$ cat src/ttg_pkg.sv
/*
  Shared constants and types for the talkback trigger and GPIO block.
  Assumes a single 20 MHz reference clock; all counts derive from it.
*/
`default_nettype none

package ttg_pkg;

  // ==========================================================
  // Clock and timing
  localparam int unsigned CLK_HZ     = 20_000_000;
  localparam int unsigned HOLD_MS    = 333;
  localparam int unsigned HOLD_CYC   = HOLD_MS * (CLK_HZ / 1000);
  localparam int unsigned DEB_US     = 5000;
  localparam int unsigned DEB_CYC    = DEB_US * (CLK_HZ / 1_000_000);
  localparam int unsigned BLINK_MS   = 250;
  localparam int unsigned BLINK_CYC  = BLINK_MS * (CLK_HZ / 1000);

  // ==========================================================
  // Sizes and reset values
  localparam int unsigned ACT_NUM    = 4;
  localparam int unsigned ACT_IDX_W  = 3;
  localparam int unsigned FN_NUM     = 8;
  localparam logic        SRC_RST    = 1'b0;

  // ==========================================================
  // Modes
  typedef enum logic [1:0] {
    BTN_MOMENT = 2'h0,
    BTN_LATCH  = 2'h1,
    BTN_AUTO   = 2'h2
  } ttg_btn_mode_t;

  typedef enum logic [1:0] {
    ROUTE_T1   = 2'h1,
    ROUTE_T2   = 2'h2,
    ROUTE_BOTH = 2'h3
  } ttg_route_t;

  typedef enum logic [1:0] {
    IN_PULSE   = 2'h0,
    IN_STATE   = 2'h1,
    IN_INV     = 2'h2
  } ttg_in_mode_t;

  typedef enum logic {
    OUT_ACT_ON  = 1'h0,
    OUT_ACT_OFF = 1'h1
  } ttg_out_mode_t;

  typedef enum logic [2:0] {
    FN_TALK1    = 3'h0,
    FN_TALK2    = 3'h1,
    FN_SUM      = 3'h2,
    FN_MON_CUE  = 3'h3,
    FN_MON_MUTE = 3'h4,
    FN_DOWNMIX  = 3'h5,
    FN_SPK_MUTE = 3'h6,
    FN_SPK_DIM  = 3'h7
  } ttg_fn_t;

  typedef enum logic [1:0] {
    ACT_TOGGLE = 2'h0,
    ACT_ON     = 2'h1,
    ACT_OFF    = 2'h2,
    ACT_TRIG   = 2'h3
  } ttg_act_type_t;

  typedef enum logic [2:0] {
    OP_NOP     = 3'h0,
    OP_CREATE  = 3'h1,
    OP_ENABLE  = 3'h2,
    OP_DISABLE = 3'h3,
    OP_DELETE  = 3'h4
  } ttg_act_op_t;

  // ==========================================================
  // Action table carriers
  typedef struct packed {
    ttg_act_op_t            op;
    logic [ACT_IDX_W-1:0]   idx;
    ttg_act_type_t          typ;
    ttg_fn_t                tgt;
  } ttg_act_cmd_t;

  typedef struct packed {
    logic                   valid;
    logic                   en;
    ttg_act_type_t          typ;
    ttg_fn_t                tgt;
  } ttg_act_ent_t;

endpackage

`default_nettype wire

$ cat src/ttg_debounce.sv
/*
  Two-flop synchroniser followed by a stability counter.
  Assumes the raw input may bounce; a level is accepted only after it
  has stood for CYCLES clocks.
*/
`timescale 1ns/1ps
`default_nettype none

module ttg_debounce #(
  parameter int unsigned CYCLES = 16
) (
  input  wire logic i_clk,
  input  wire logic i_rst,
  input  wire logic i_raw,
  output logic      o_level,
  output logic      o_rise,
  output logic      o_fall
);
  import ttg_pkg::*;

  localparam int unsigned CW = $clog2(CYCLES + 1);

  typedef struct packed {
    logic          s1;
    logic          s2;
    logic          stable;
    logic          rise;
    logic          fall;
    logic [CW-1:0] cnt;
  } ttg_deb_st_t;

  ttg_deb_st_t st_q;
  ttg_deb_st_t st_d;

  // ==========================================================
  // Filter
  always_comb
  begin
    st_d      = st_q;
    st_d.s1   = i_raw;
    st_d.s2   = st_q.s1;
    st_d.rise = 1'b0;
    st_d.fall = 1'b0;
    // Only the second stage is looked at; the first may be metastable
    if (st_q.s2 != st_q.stable)
    begin
      if (st_q.cnt == CW'(CYCLES - 1))
      begin
        st_d.stable = st_q.s2;
        st_d.rise   = st_q.s2;
        st_d.fall   = ~st_q.s2;
        st_d.cnt    = '0;
      end
      else
      begin
        st_d.cnt = st_q.cnt + CW'(1);
      end
    end
    else
    begin
      st_d.cnt = '0;
    end
  end

  always_ff @(posedge i_clk or posedge i_rst)
  begin
    if (i_rst)
      st_q <= '0;
    else
      st_q <= st_d;
  end

  assign o_level = st_q.stable;
  assign o_rise  = st_q.rise;
  assign o_fall  = st_q.fall;

endmodule

`default_nettype wire

$ cat src/ttg_talkback_trigger_gpio.sv
/*
  Talkback button and rear footswitch/indicator trigger logic.
  Assumes all inputs synchronous-capable plain levels, config ports held
  stable by the controlling software, and one 20 MHz reference clock.
*/
// Overview of operation
// - Source is MIDI or GPIO; MIDI after reset
// - Momentary mode: talk only while button held
// - Latching mode: each press toggles talk
// - Auto mode: long hold momentary, short latches
// - Talk engaged blinks the button indicator
// - Button routes to talk 1, 2 or both
// - Footswitch and indicator work only under GPIO
// - Pulse mode fires on closed-to-open edge
// - State mode fires on open; toggles follow open
// - Inverted mode fires on close; toggles follow closed
// - New actions start enabled; disable or delete later
// - Toggle flips, on sets, off clears target
// - Trigger actions pulse every time, keep no state
// - Monitor mute on speaker-set monitor does nothing
// - Active-on output conducts while condition true
// - Active-off output conducts while condition false
`timescale 1ns/1ps
`default_nettype none

module ttg_talkback_trigger_gpio #(
  parameter int unsigned HOLD_CYCLES  = ttg_pkg::HOLD_CYC,
  parameter int unsigned DEB_CYCLES   = ttg_pkg::DEB_CYC,
  parameter int unsigned BLINK_CYCLES = ttg_pkg::BLINK_CYC,
  parameter int unsigned NUM_ACT      = ttg_pkg::ACT_NUM
) (
  input  wire logic                     I_REF_CLK,
  input  wire logic                     I_SYS_RST,
  input  wire logic                     I_SRC_GPIO,
  input  wire ttg_pkg::ttg_btn_mode_t   I_BTN_MODE,
  input  wire ttg_pkg::ttg_route_t      I_BTN_ROUTE,
  input  wire logic                     I_TALK_BTN,
  input  wire logic                     I_FOOTSWITCH_INPUT,
  input  wire ttg_pkg::ttg_in_mode_t    I_IN_MODE,
  input  wire ttg_pkg::ttg_act_cmd_t    I_ACT_CMD,
  input  wire logic                     I_MON_IS_SPKSET,
  input  wire ttg_pkg::ttg_fn_t         I_OUT_SEL,
  input  wire ttg_pkg::ttg_out_mode_t   I_OUT_MODE,
  output logic                          O_SRC_GPIO,
  output logic [1:0]                    O_TALK,
  output logic                          O_TALK_LED,
  output logic [ttg_pkg::FN_NUM-1:0]    O_FN_STATE,
  output logic [ttg_pkg::FN_NUM-1:0]    O_FN_TRIG,
  output logic                          O_INDICATOR_OUTPUT,
  output logic [NUM_ACT-1:0]            O_ACT_VALID,
  output logic [NUM_ACT-1:0]            O_ACT_EN
);
  import ttg_pkg::*;

  localparam int unsigned HW = $clog2(HOLD_CYCLES + 1);
  localparam int unsigned BW = $clog2(BLINK_CYCLES + 1);

  typedef enum logic [1:0] {
    TALK_OFF   = 2'h0,
    TALK_PRESS = 2'h1,
    TALK_HOLD  = 2'h2,
    TALK_LATCH = 2'h3
  } ttg_talk_st_t;

  typedef struct packed {
    logic                       src_gpio;
    ttg_talk_st_t               talk_st;
    logic [HW-1:0]              hold_cnt;
    logic [BW-1:0]              blink_cnt;
    logic                       blink_ph;
    logic [1:0]                 talk;
    logic                       led;
    logic [FN_NUM-1:0]          fn;
    logic [FN_NUM-1:0]          trig;
    logic                       ind;
    ttg_act_ent_t [NUM_ACT-1:0] act;
  } ttg_st_t;

  localparam ttg_st_t ST_RST = '{
    src_gpio: SRC_RST,
    talk_st:  TALK_OFF,
    default:  '0
  };

  ttg_st_t st_q;
  ttg_st_t st_d;

  // ==========================================================
  // Input conditioning
  logic btn_lvl;
  logic btn_rise;
  logic btn_fall;
  logic fsw_closed;
  logic fsw_close;
  logic fsw_open;

  // Contact bounce would otherwise toggle latches several times
  ttg_debounce #(
    .CYCLES (DEB_CYCLES)
  ) u_btn_deb (
    .i_clk   (I_REF_CLK),
    .i_rst   (I_SYS_RST),
    .i_raw   (I_TALK_BTN),
    .o_level (btn_lvl),
    .o_rise  (btn_rise),
    .o_fall  (btn_fall)
  );

  ttg_debounce #(
    .CYCLES (DEB_CYCLES)
  ) u_fsw_deb (
    .i_clk   (I_REF_CLK),
    .i_rst   (I_SYS_RST),
    .i_raw   (I_FOOTSWITCH_INPUT),
    .o_level (fsw_closed),
    .o_rise  (fsw_close),
    .o_fall  (fsw_open)
  );

  // ==========================================================
  // Footswitch event decode
  logic fsw_event;
  logic fsw_follow;
  logic fsw_on;

  always_comb
  begin
    unique case (I_IN_MODE)
      IN_PULSE:
      begin
        fsw_event  = fsw_open;
        fsw_follow = 1'b0;
        fsw_on     = 1'b0;
      end
      IN_STATE:
      begin
        fsw_event  = fsw_open;
        fsw_follow = fsw_open | fsw_close;
        fsw_on     = ~fsw_closed;
      end
      IN_INV:
      begin
        fsw_event  = fsw_close;
        fsw_follow = fsw_open | fsw_close;
        fsw_on     = fsw_closed;
      end
      default:
      begin
        fsw_event  = 1'b0;
        fsw_follow = 1'b0;
        fsw_on     = 1'b0;
      end
    endcase
  end

  logic [1:0] route;
  logic       btn_on;
  logic       ind_cond;

  assign route  = I_BTN_ROUTE;
  assign btn_on = (st_q.talk_st != TALK_OFF);

  // ==========================================================
  // Next state
  always_comb
  begin
    st_d      = st_q;
    st_d.trig = '0;
    ind_cond  = 1'b0;

    // Selection is registered so it comes up MIDI regardless of the pin
    st_d.src_gpio = I_SRC_GPIO;

    // Talk button state machine
    unique case (st_q.talk_st)
      TALK_OFF:
      begin
        st_d.hold_cnt = '0;
        if (btn_rise)
        begin
          unique case (I_BTN_MODE)
            BTN_MOMENT: st_d.talk_st = TALK_HOLD;
            BTN_LATCH:  st_d.talk_st = TALK_LATCH;
            default:    st_d.talk_st = TALK_PRESS;
          endcase
        end
      end
      TALK_PRESS:
      begin
        if (btn_fall)
          st_d.talk_st = TALK_LATCH;
        else if (st_q.hold_cnt == HW'(HOLD_CYCLES - 1))
          st_d.talk_st = TALK_HOLD;
        else
          st_d.hold_cnt = st_q.hold_cnt + HW'(1);
      end
      TALK_HOLD:
      begin
        if (!btn_lvl)
          st_d.talk_st = TALK_OFF;
      end
      TALK_LATCH:
      begin
        if (btn_rise)
          st_d.talk_st = TALK_OFF;
      end
    endcase

    // Action table maintenance, only reachable in GPIO mode
    if (st_q.src_gpio && (32'(I_ACT_CMD.idx) < NUM_ACT))
    begin
      unique case (I_ACT_CMD.op)
        OP_NOP:
        begin
        end
        OP_CREATE:
        begin
          st_d.act[I_ACT_CMD.idx].valid = 1'b1;
          st_d.act[I_ACT_CMD.idx].en    = 1'b1;
          st_d.act[I_ACT_CMD.idx].typ   = I_ACT_CMD.typ;
          st_d.act[I_ACT_CMD.idx].tgt   = I_ACT_CMD.tgt;
        end
        OP_ENABLE:
        begin
          if (st_q.act[I_ACT_CMD.idx].valid)
            st_d.act[I_ACT_CMD.idx].en = 1'b1;
        end
        OP_DISABLE:
        begin
          st_d.act[I_ACT_CMD.idx].en = 1'b0;
        end
        OP_DELETE:
        begin
          st_d.act[I_ACT_CMD.idx] = '0;
        end
        default:
        begin
        end
      endcase
    end

    // Apply footswitch actions; entries act in index order on one event
    if (st_q.src_gpio)
    begin
      for (int k = 0; k < NUM_ACT; k++)
      begin
        if (st_q.act[k].valid && st_q.act[k].en &&
            !(st_q.act[k].tgt == FN_MON_MUTE && I_MON_IS_SPKSET))
        begin
          unique case (st_q.act[k].typ)
            ACT_TOGGLE:
            begin
              if (fsw_follow)
                st_d.fn[st_q.act[k].tgt] = fsw_on;
              else if (fsw_event)
                st_d.fn[st_q.act[k].tgt] = ~st_d.fn[st_q.act[k].tgt];
            end
            ACT_ON:
            begin
              if (fsw_event)
                st_d.fn[st_q.act[k].tgt] = 1'b1;
            end
            ACT_OFF:
            begin
              if (fsw_event)
                st_d.fn[st_q.act[k].tgt] = 1'b0;
            end
            ACT_TRIG:
            begin
              if (fsw_event)
                st_d.trig[st_q.act[k].tgt] = 1'b1;
            end
          endcase
        end
      end
    end

    // Button and footswitch talk requests merge per channel
    st_d.talk[0] = (btn_on & route[0]) | st_d.fn[FN_TALK1];
    st_d.talk[1] = (btn_on & route[1]) | st_d.fn[FN_TALK2];

    // Indicator blinks from a phase counter that restarts per engage
    if (|st_d.talk)
    begin
      if (st_q.blink_cnt == BW'(BLINK_CYCLES - 1))
      begin
        st_d.blink_cnt = '0;
        st_d.blink_ph  = ~st_q.blink_ph;
      end
      else
      begin
        st_d.blink_cnt = st_q.blink_cnt + BW'(1);
      end
    end
    else
    begin
      st_d.blink_cnt = '0;
      st_d.blink_ph  = 1'b0;
    end
    st_d.led = (|st_d.talk) & ~st_d.blink_ph;

    // Indicator condition uses the effective talk state
    if (I_OUT_SEL == FN_TALK1)
      ind_cond = st_d.talk[0];
    else if (I_OUT_SEL == FN_TALK2)
      ind_cond = st_d.talk[1];
    else
      ind_cond = st_d.fn[I_OUT_SEL];

    // Transistor stays off in MIDI mode whatever the polarity
    if (!st_d.src_gpio)
      st_d.ind = 1'b0;
    else if (I_OUT_MODE == OUT_ACT_ON)
      st_d.ind = ind_cond;
    else
      st_d.ind = ~ind_cond;
  end

  // ==========================================================
  // State register
  always_ff @(posedge I_REF_CLK or posedge I_SYS_RST)
  begin
    if (I_SYS_RST)
      st_q <= ST_RST;
    else
      st_q <= st_d;
  end

  // ==========================================================
  // Outputs
  assign O_SRC_GPIO         = st_q.src_gpio;
  assign O_TALK             = st_q.talk;
  assign O_TALK_LED         = st_q.led;
  assign O_FN_STATE         = st_q.fn;
  assign O_FN_TRIG          = st_q.trig;
  assign O_INDICATOR_OUTPUT = st_q.ind;

  always_comb
  begin
    for (int k = 0; k < NUM_ACT; k++)
    begin
      O_ACT_VALID[k] = st_q.act[k].valid;
      O_ACT_EN[k]    = st_q.act[k].en;
    end
  end

endmodule

`default_nettype wire

$ cat config.mk
export PLATFORM = sky130hd
export DESIGN_NAME = ttg_talkback_trigger_gpio
export DESIGN_NICKNAME = d
export VERILOG_FILES = /design/src/ttg_pkg.sv /design/src/ttg_debounce.sv /design/src/ttg_talkback_trigger_gpio.sv
export SDC_FILE = /design/constraint.sdc
export NUM_CORES = 1
export LEC_CHECK = 0
export ABC_AREA = 0
export BUFFER_PORTS_ARGS = -buffer_cell sky130_fd_sc_hd__buf_2
export CAP_MARGIN = 20
export CELL_PAD_IN_SITES_DETAIL_PLACEMENT = 1
export CELL_PAD_IN_SITES_GLOBAL_PLACEMENT = 2
export CORE_ASPECT_RATIO = 1.25
export CORE_MARGIN = 4
export CORE_UTILIZATION = 41
export CTS_BUF_LIST = sky130_fd_sc_hd__clkbuf_16
export CTS_CLUSTER_SIZE = 25
export DETAILED_ROUTE_END_ITERATION = 16
export PLACE_DENSITY = 0.94
export SLEW_MARGIN = 30
export SYNTH_ARGS = -nofsm -noshare
export SYNTH_HDL_FRONTEND = slang
export SYNTH_SLANG_ARGS = --single-unit
$ cat constraint.sdc
create_clock -name I_REF_CLK -period 8.8 [get_ports I_REF_CLK]
set_input_delay 0.88 -clock I_REF_CLK [delete_from_list [all_inputs] [get_ports I_REF_CLK]]
set_output_delay 0.88 -clock I_REF_CLK [all_outputs]
set_load 0.05 [all_outputs]
==> impl_results.rst <==
.. list-table::
   :header-rows: 1

   * - Metric
     - Value
   * - VDD IR max
     - approximately 150 uV
   * - Count of final setup violators
     - 0
   * - Sequential area share after synthesis
     - around 34%
   * - Synth Net Count
     - between 1000 and 1500
   * - Hold violation count in the final report
     - 0
   * - Number of standard-cell rows in the floorplan
     - 65
   * - Sum of negative setup slack
     - 0 ps
   * - Post-synthesis area per instance
     - ~8 sq um
   * - Area overhead of the layout relative to synthesis
     - 8.592%
   * - Vertical die dimension
     - 186.3 um
   * - Required time of the critical path
     - just over 9000 ps
   * - Distinct cell type count of the synthesized netlist
     - 100
   * - FF+latch area
     - ~3600 sq um
   * - Data arrival time of the critical path
     - about 6200 ps
   * - Global-route wire length before repair
     - slightly below 60000 um
   * - RSZ-0062 raised after global routing
     - no
   * - Status
     - completed
   * - Critical Path Source
     - I_IN_MODE[0]
   * - Final Max Slew Viols
     - 0
   * - CTS hold repair buffers
     - 0
   * - Hold Path Origin
     - u_btn_deb.st_d[20]$_DFF_PP0_
   * - CTS tree
     - built
   * - Highest clock rate
     - around 170 MHz
   * - Initial antenna violation count
     - 1
   * - Worst slack at placement
     - around 2600 ps
   * - Share of the synthesized area in the top cell type
     - 34.08%
   * - Total routing usage reported by global routing
     - 26.28%
   * - Critical-path top delay cell
     - sky130_fd_sc_hd__o21ai_2
   * - Max incr delay on CP
     - ~750 ps
   * - Largest net degree at the start of global routing
     - 81
   * - Crit path top cell by count
     - sky130_fd_sc_hd__o21ai_2
   * - Category of the worst setup path launch point
     - input pin
   * - Worst Path Max Fanout
     - 17
   * - Final clock period utilization by the worst path
     - 66.60%
   * - TritonCTS buffer count
     - 17
   * - Count of input and output buffers
     - between 50 and 60
   * - Number of top-level pins
     - 56
   * - Top cells by instance count after synthesis
     - sky130_fd_sc_hd__nor2_1 (183), sky130_fd_sc_hd__dfrtp_1 (142), sky130_fd_sc_hd__nand2_1 (140)
   * - Total Nets Final
     - between 1000 and 1500
   * - Post-route setup slack
     - slightly below 3000 ps
   * - Final GP Congestion
     - 1.016
   * - Cts repair resizes
     - 0
   * - Detailed-routing iteration count for the pre-antenna-repair pass
     - 6
   * - H-tree levels
     - 4
   * - Layout cell share with drive strength beyond 1
     - between 10% and 20%
   * - Headroom to the max-slew limit
     - slightly below 30%
   * - Final Critical Period
     - 5861 ps
   * - Post-CTS setup buffer count
     - 0
   * - Cell types occupying the most area after synthesis
     - sky130_fd_sc_hd__dfrtp_1 (34%), sky130_fd_sc_hd__nor2_1 (6.6%), sky130_fd_sc_hd__nand2_1 (5.0%)
   * - Area of the die
     - around 28000 sq um
   * - Initial cell density of the core
     - between 40 and 50%
   * - Transition time at the pin with the least slew margin
     - slightly above 1000 ps
   * - Sort of element at the end of the critical path
     - flip-flop
   * - Clock-pin transition on the worst setup and hold timing paths
     - 60 ps
   * - Gate family responsible for the most delay along the worst path
     - compound AO/OA/AOI/OAI gates
   * - Multi-input logic area
     - between 6000 and 7000 sq um
   * - Number of vias per cell
     - between 6 and 7
   * - Clk sinks
     - about 140
   * - ANT nets after route
     - 0
   * - Root cell of the clock tree
     - sky130_fd_sc_hd__clkbuf_16
   * - Cell Area, Synth
     - between 10000 and 15000 sq um
   * - Crit path buf inv count
     - 2
   * - Maximum capacitance violations
     - 0
   * - Width of the chip
     - approximately 150 um
   * - Synthesis Warnings
     - 0
   * - Layout fillers
     - 3054
   * - Critical path, cell by cell
     - buf_2, inv_1, ha_1, and2_1, o21ai_2, o21ai_0, a2111oi_2, or3_1, nand4_2, or3_1, o21ai_2, nor3_1, o41ai_2, a22o_1, a41oi_2, o21ai_2, nor2_1
   * - Most numerous cell in the Yosys netlist
     - sky130_fd_sc_hd__nor2_1
   * - Hold WC Path Type
     - flip-flop to flip-flop
   * - Average routed wire per standard cell
     - approximately 22 um
   * - Placeable Area
     - 25130 sq um
   * - Number of remaining DRC errors
     - 0
   * - Total length of routed wires
     - around 36000 um
   * - Remaining Overflow, GRT
     - 0
   * - Final worst clock skew
     - about 13 ps
   * - Total of flip-flops plus latches after synthesis
     - approximately 140
   * - Main synth FF type
     - sky130_fd_sc_hd__dfrtp_1
   * - FFs w/ async S/R, synth
     - 100.0%
   * - Static leakage
     - approximately 4.6 nW
   * - Iter 0 DRT Violations
     - just over 800
   * - Number of instances in the synthesized netlist
     - roughly 1300
   * - Vias after detailed routing
     - between 10000 and 15000
   * - Top cell type by total area after synthesis
     - sky130_fd_sc_hd__dfrtp_1
   * - Class of the most critical setup path
     - input pin to flip-flop
   * - Power density cells
     - roughly 210 nW/um^2
   * - Via count of the first global-routing pass
     - around 10000
   * - Number of flops mapped to enable cells by yosys
     - 0
   * - CTS Buffer Depth
     - 2
   * - Detailed Place HPWL
     - ~27000 um
   * - Worst-Skew Late Latency
     - 440 ps
-- placed cells by master, fill, tap and decap left out, types with 10 or more instances in the layout --
| cell | instances |
|---|---|
| sky130_fd_sc_hd__a211oi_1 | 11 |
| sky130_fd_sc_hd__a22o_1 | 18 |
| sky130_fd_sc_hd__nand2b_1 | 13 |
| sky130_fd_sc_hd__a221oi_1 | 12 |
| sky130_fd_sc_hd__a31oi_1 | 13 |
| sky130_fd_sc_hd__xor2_1 | 49 |
| sky130_fd_sc_hd__nor2_1 | 183 |
| sky130_fd_sc_hd__a21oi_1 | 58 |
| sky130_fd_sc_hd__o211ai_1 | 15 |
| sky130_fd_sc_hd__nand3_1 | 71 |
| sky130_fd_sc_hd__o22ai_1 | 15 |
| sky130_fd_sc_hd__or3_1 | 14 |
| sky130_fd_sc_hd__buf_2 | 55 |
| sky130_fd_sc_hd__nor2b_1 | 14 |
| sky130_fd_sc_hd__nand4_1 | 26 |
| sky130_fd_sc_hd__dfrtp_1 | 142 |
| sky130_fd_sc_hd__nand2_1 | 140 |
| sky130_fd_sc_hd__inv_1 | 20 |
| sky130_fd_sc_hd__and3_1 | 23 |
| sky130_fd_sc_hd__clkbuf_16 | 17 |
| sky130_fd_sc_hd__and2_1 | 19 |
| sky130_fd_sc_hd__nor3b_1 | 10 |
| sky130_fd_sc_hd__nor3_1 | 21 |
| sky130_fd_sc_hd__buf_4 | 10 |
| sky130_fd_sc_hd__o21ai_0 | 54 |
| sky130_fd_sc_hd__xnor2_1 | 24 |
| sky130_fd_sc_hd__nor4_1 | 10 |
-- power by group --
| part | internal, mW | switching (mW) | leakage, nW |
|---|---|---|---|
| Clock | 0.421 | 0.321 | 0.282 |
| Sequential | 0.707 | 0.128 | 1.88 |
| Combinational | 0.266 | 0.547 | 2.44 |
-- routing by layer --
layer,global-route usage (%),wire (um),vias up
li1,-,-,4637
met1,33.15,14620,5093
met2,42.68,17100,438
met3,4.363,2396,129
met4,15.17,2144,0
met5,0,0,-
-- metrics by stage --
stage          area (sq um)  total power [mW]  std cells  hold WS, ps  utilization, %
3_5_place_dp          10720             1.634       1584        339.6           42.66
3_3_place_gp          10720             1.620       1584        336.2           42.64
4_1_cts               11310             2.391       1616        355.1           45.00
5_1_grt               11320             2.506       1617        370.7           45.05
2_1_floorplan         10430             1.424       1275        331.2               -
6_report              11320             2.391       1617        349.9           45.05
-- final cells by class --
type                       instances  share of cell area [%]
inverter                          21                  0.7404
clock buffer                      17                   3.757
clock inverter                    15                   1.448
tap                              335                   3.702
timing repair buffer              66                   3.194
multi-input combinational       1020                   55.75
sequential                       142                   31.38
antenna                            1                 0.02210
-- final timing paths --
check / slack [ps] / depth (start not counted) / to
setup / recovery: 2940 / 17 / st_q[56]$_DFF_PP0_
hold / removal: 350 / 0 / u_btn_deb.st_q[20]$_DFF_PP0_
setup reg to reg: 3260 / 14 / st_q[56]$_DFF_PP0_
hold reg to reg: 350 / 0 / u_btn_deb.st_q[20]$_DFF_PP0_
max in group asynchronous: 7140 / 3 / u_fsw_deb.st_q[7]$_DFF_PP0_
min in group asynchronous: 530 / 2 / O_ACT_EN[3]$_DFFE_PP0P_
-- logic make-up (layout without fill, tap and decap cells) --
group           Yosys count  after routing  synth area share (%)
compound gates          323            323                 22.96
xor+xnor                 73             73                 6.132
fa+ha+maj                 8              8                0.9601
buf+inv                 113            119                 5.508
flops                   142            142                 34.08
mux                      18             18                 2.052
other cells               0              1                     0
simple gates            598            598                 28.31
Power figures use the tool's default switching activity.
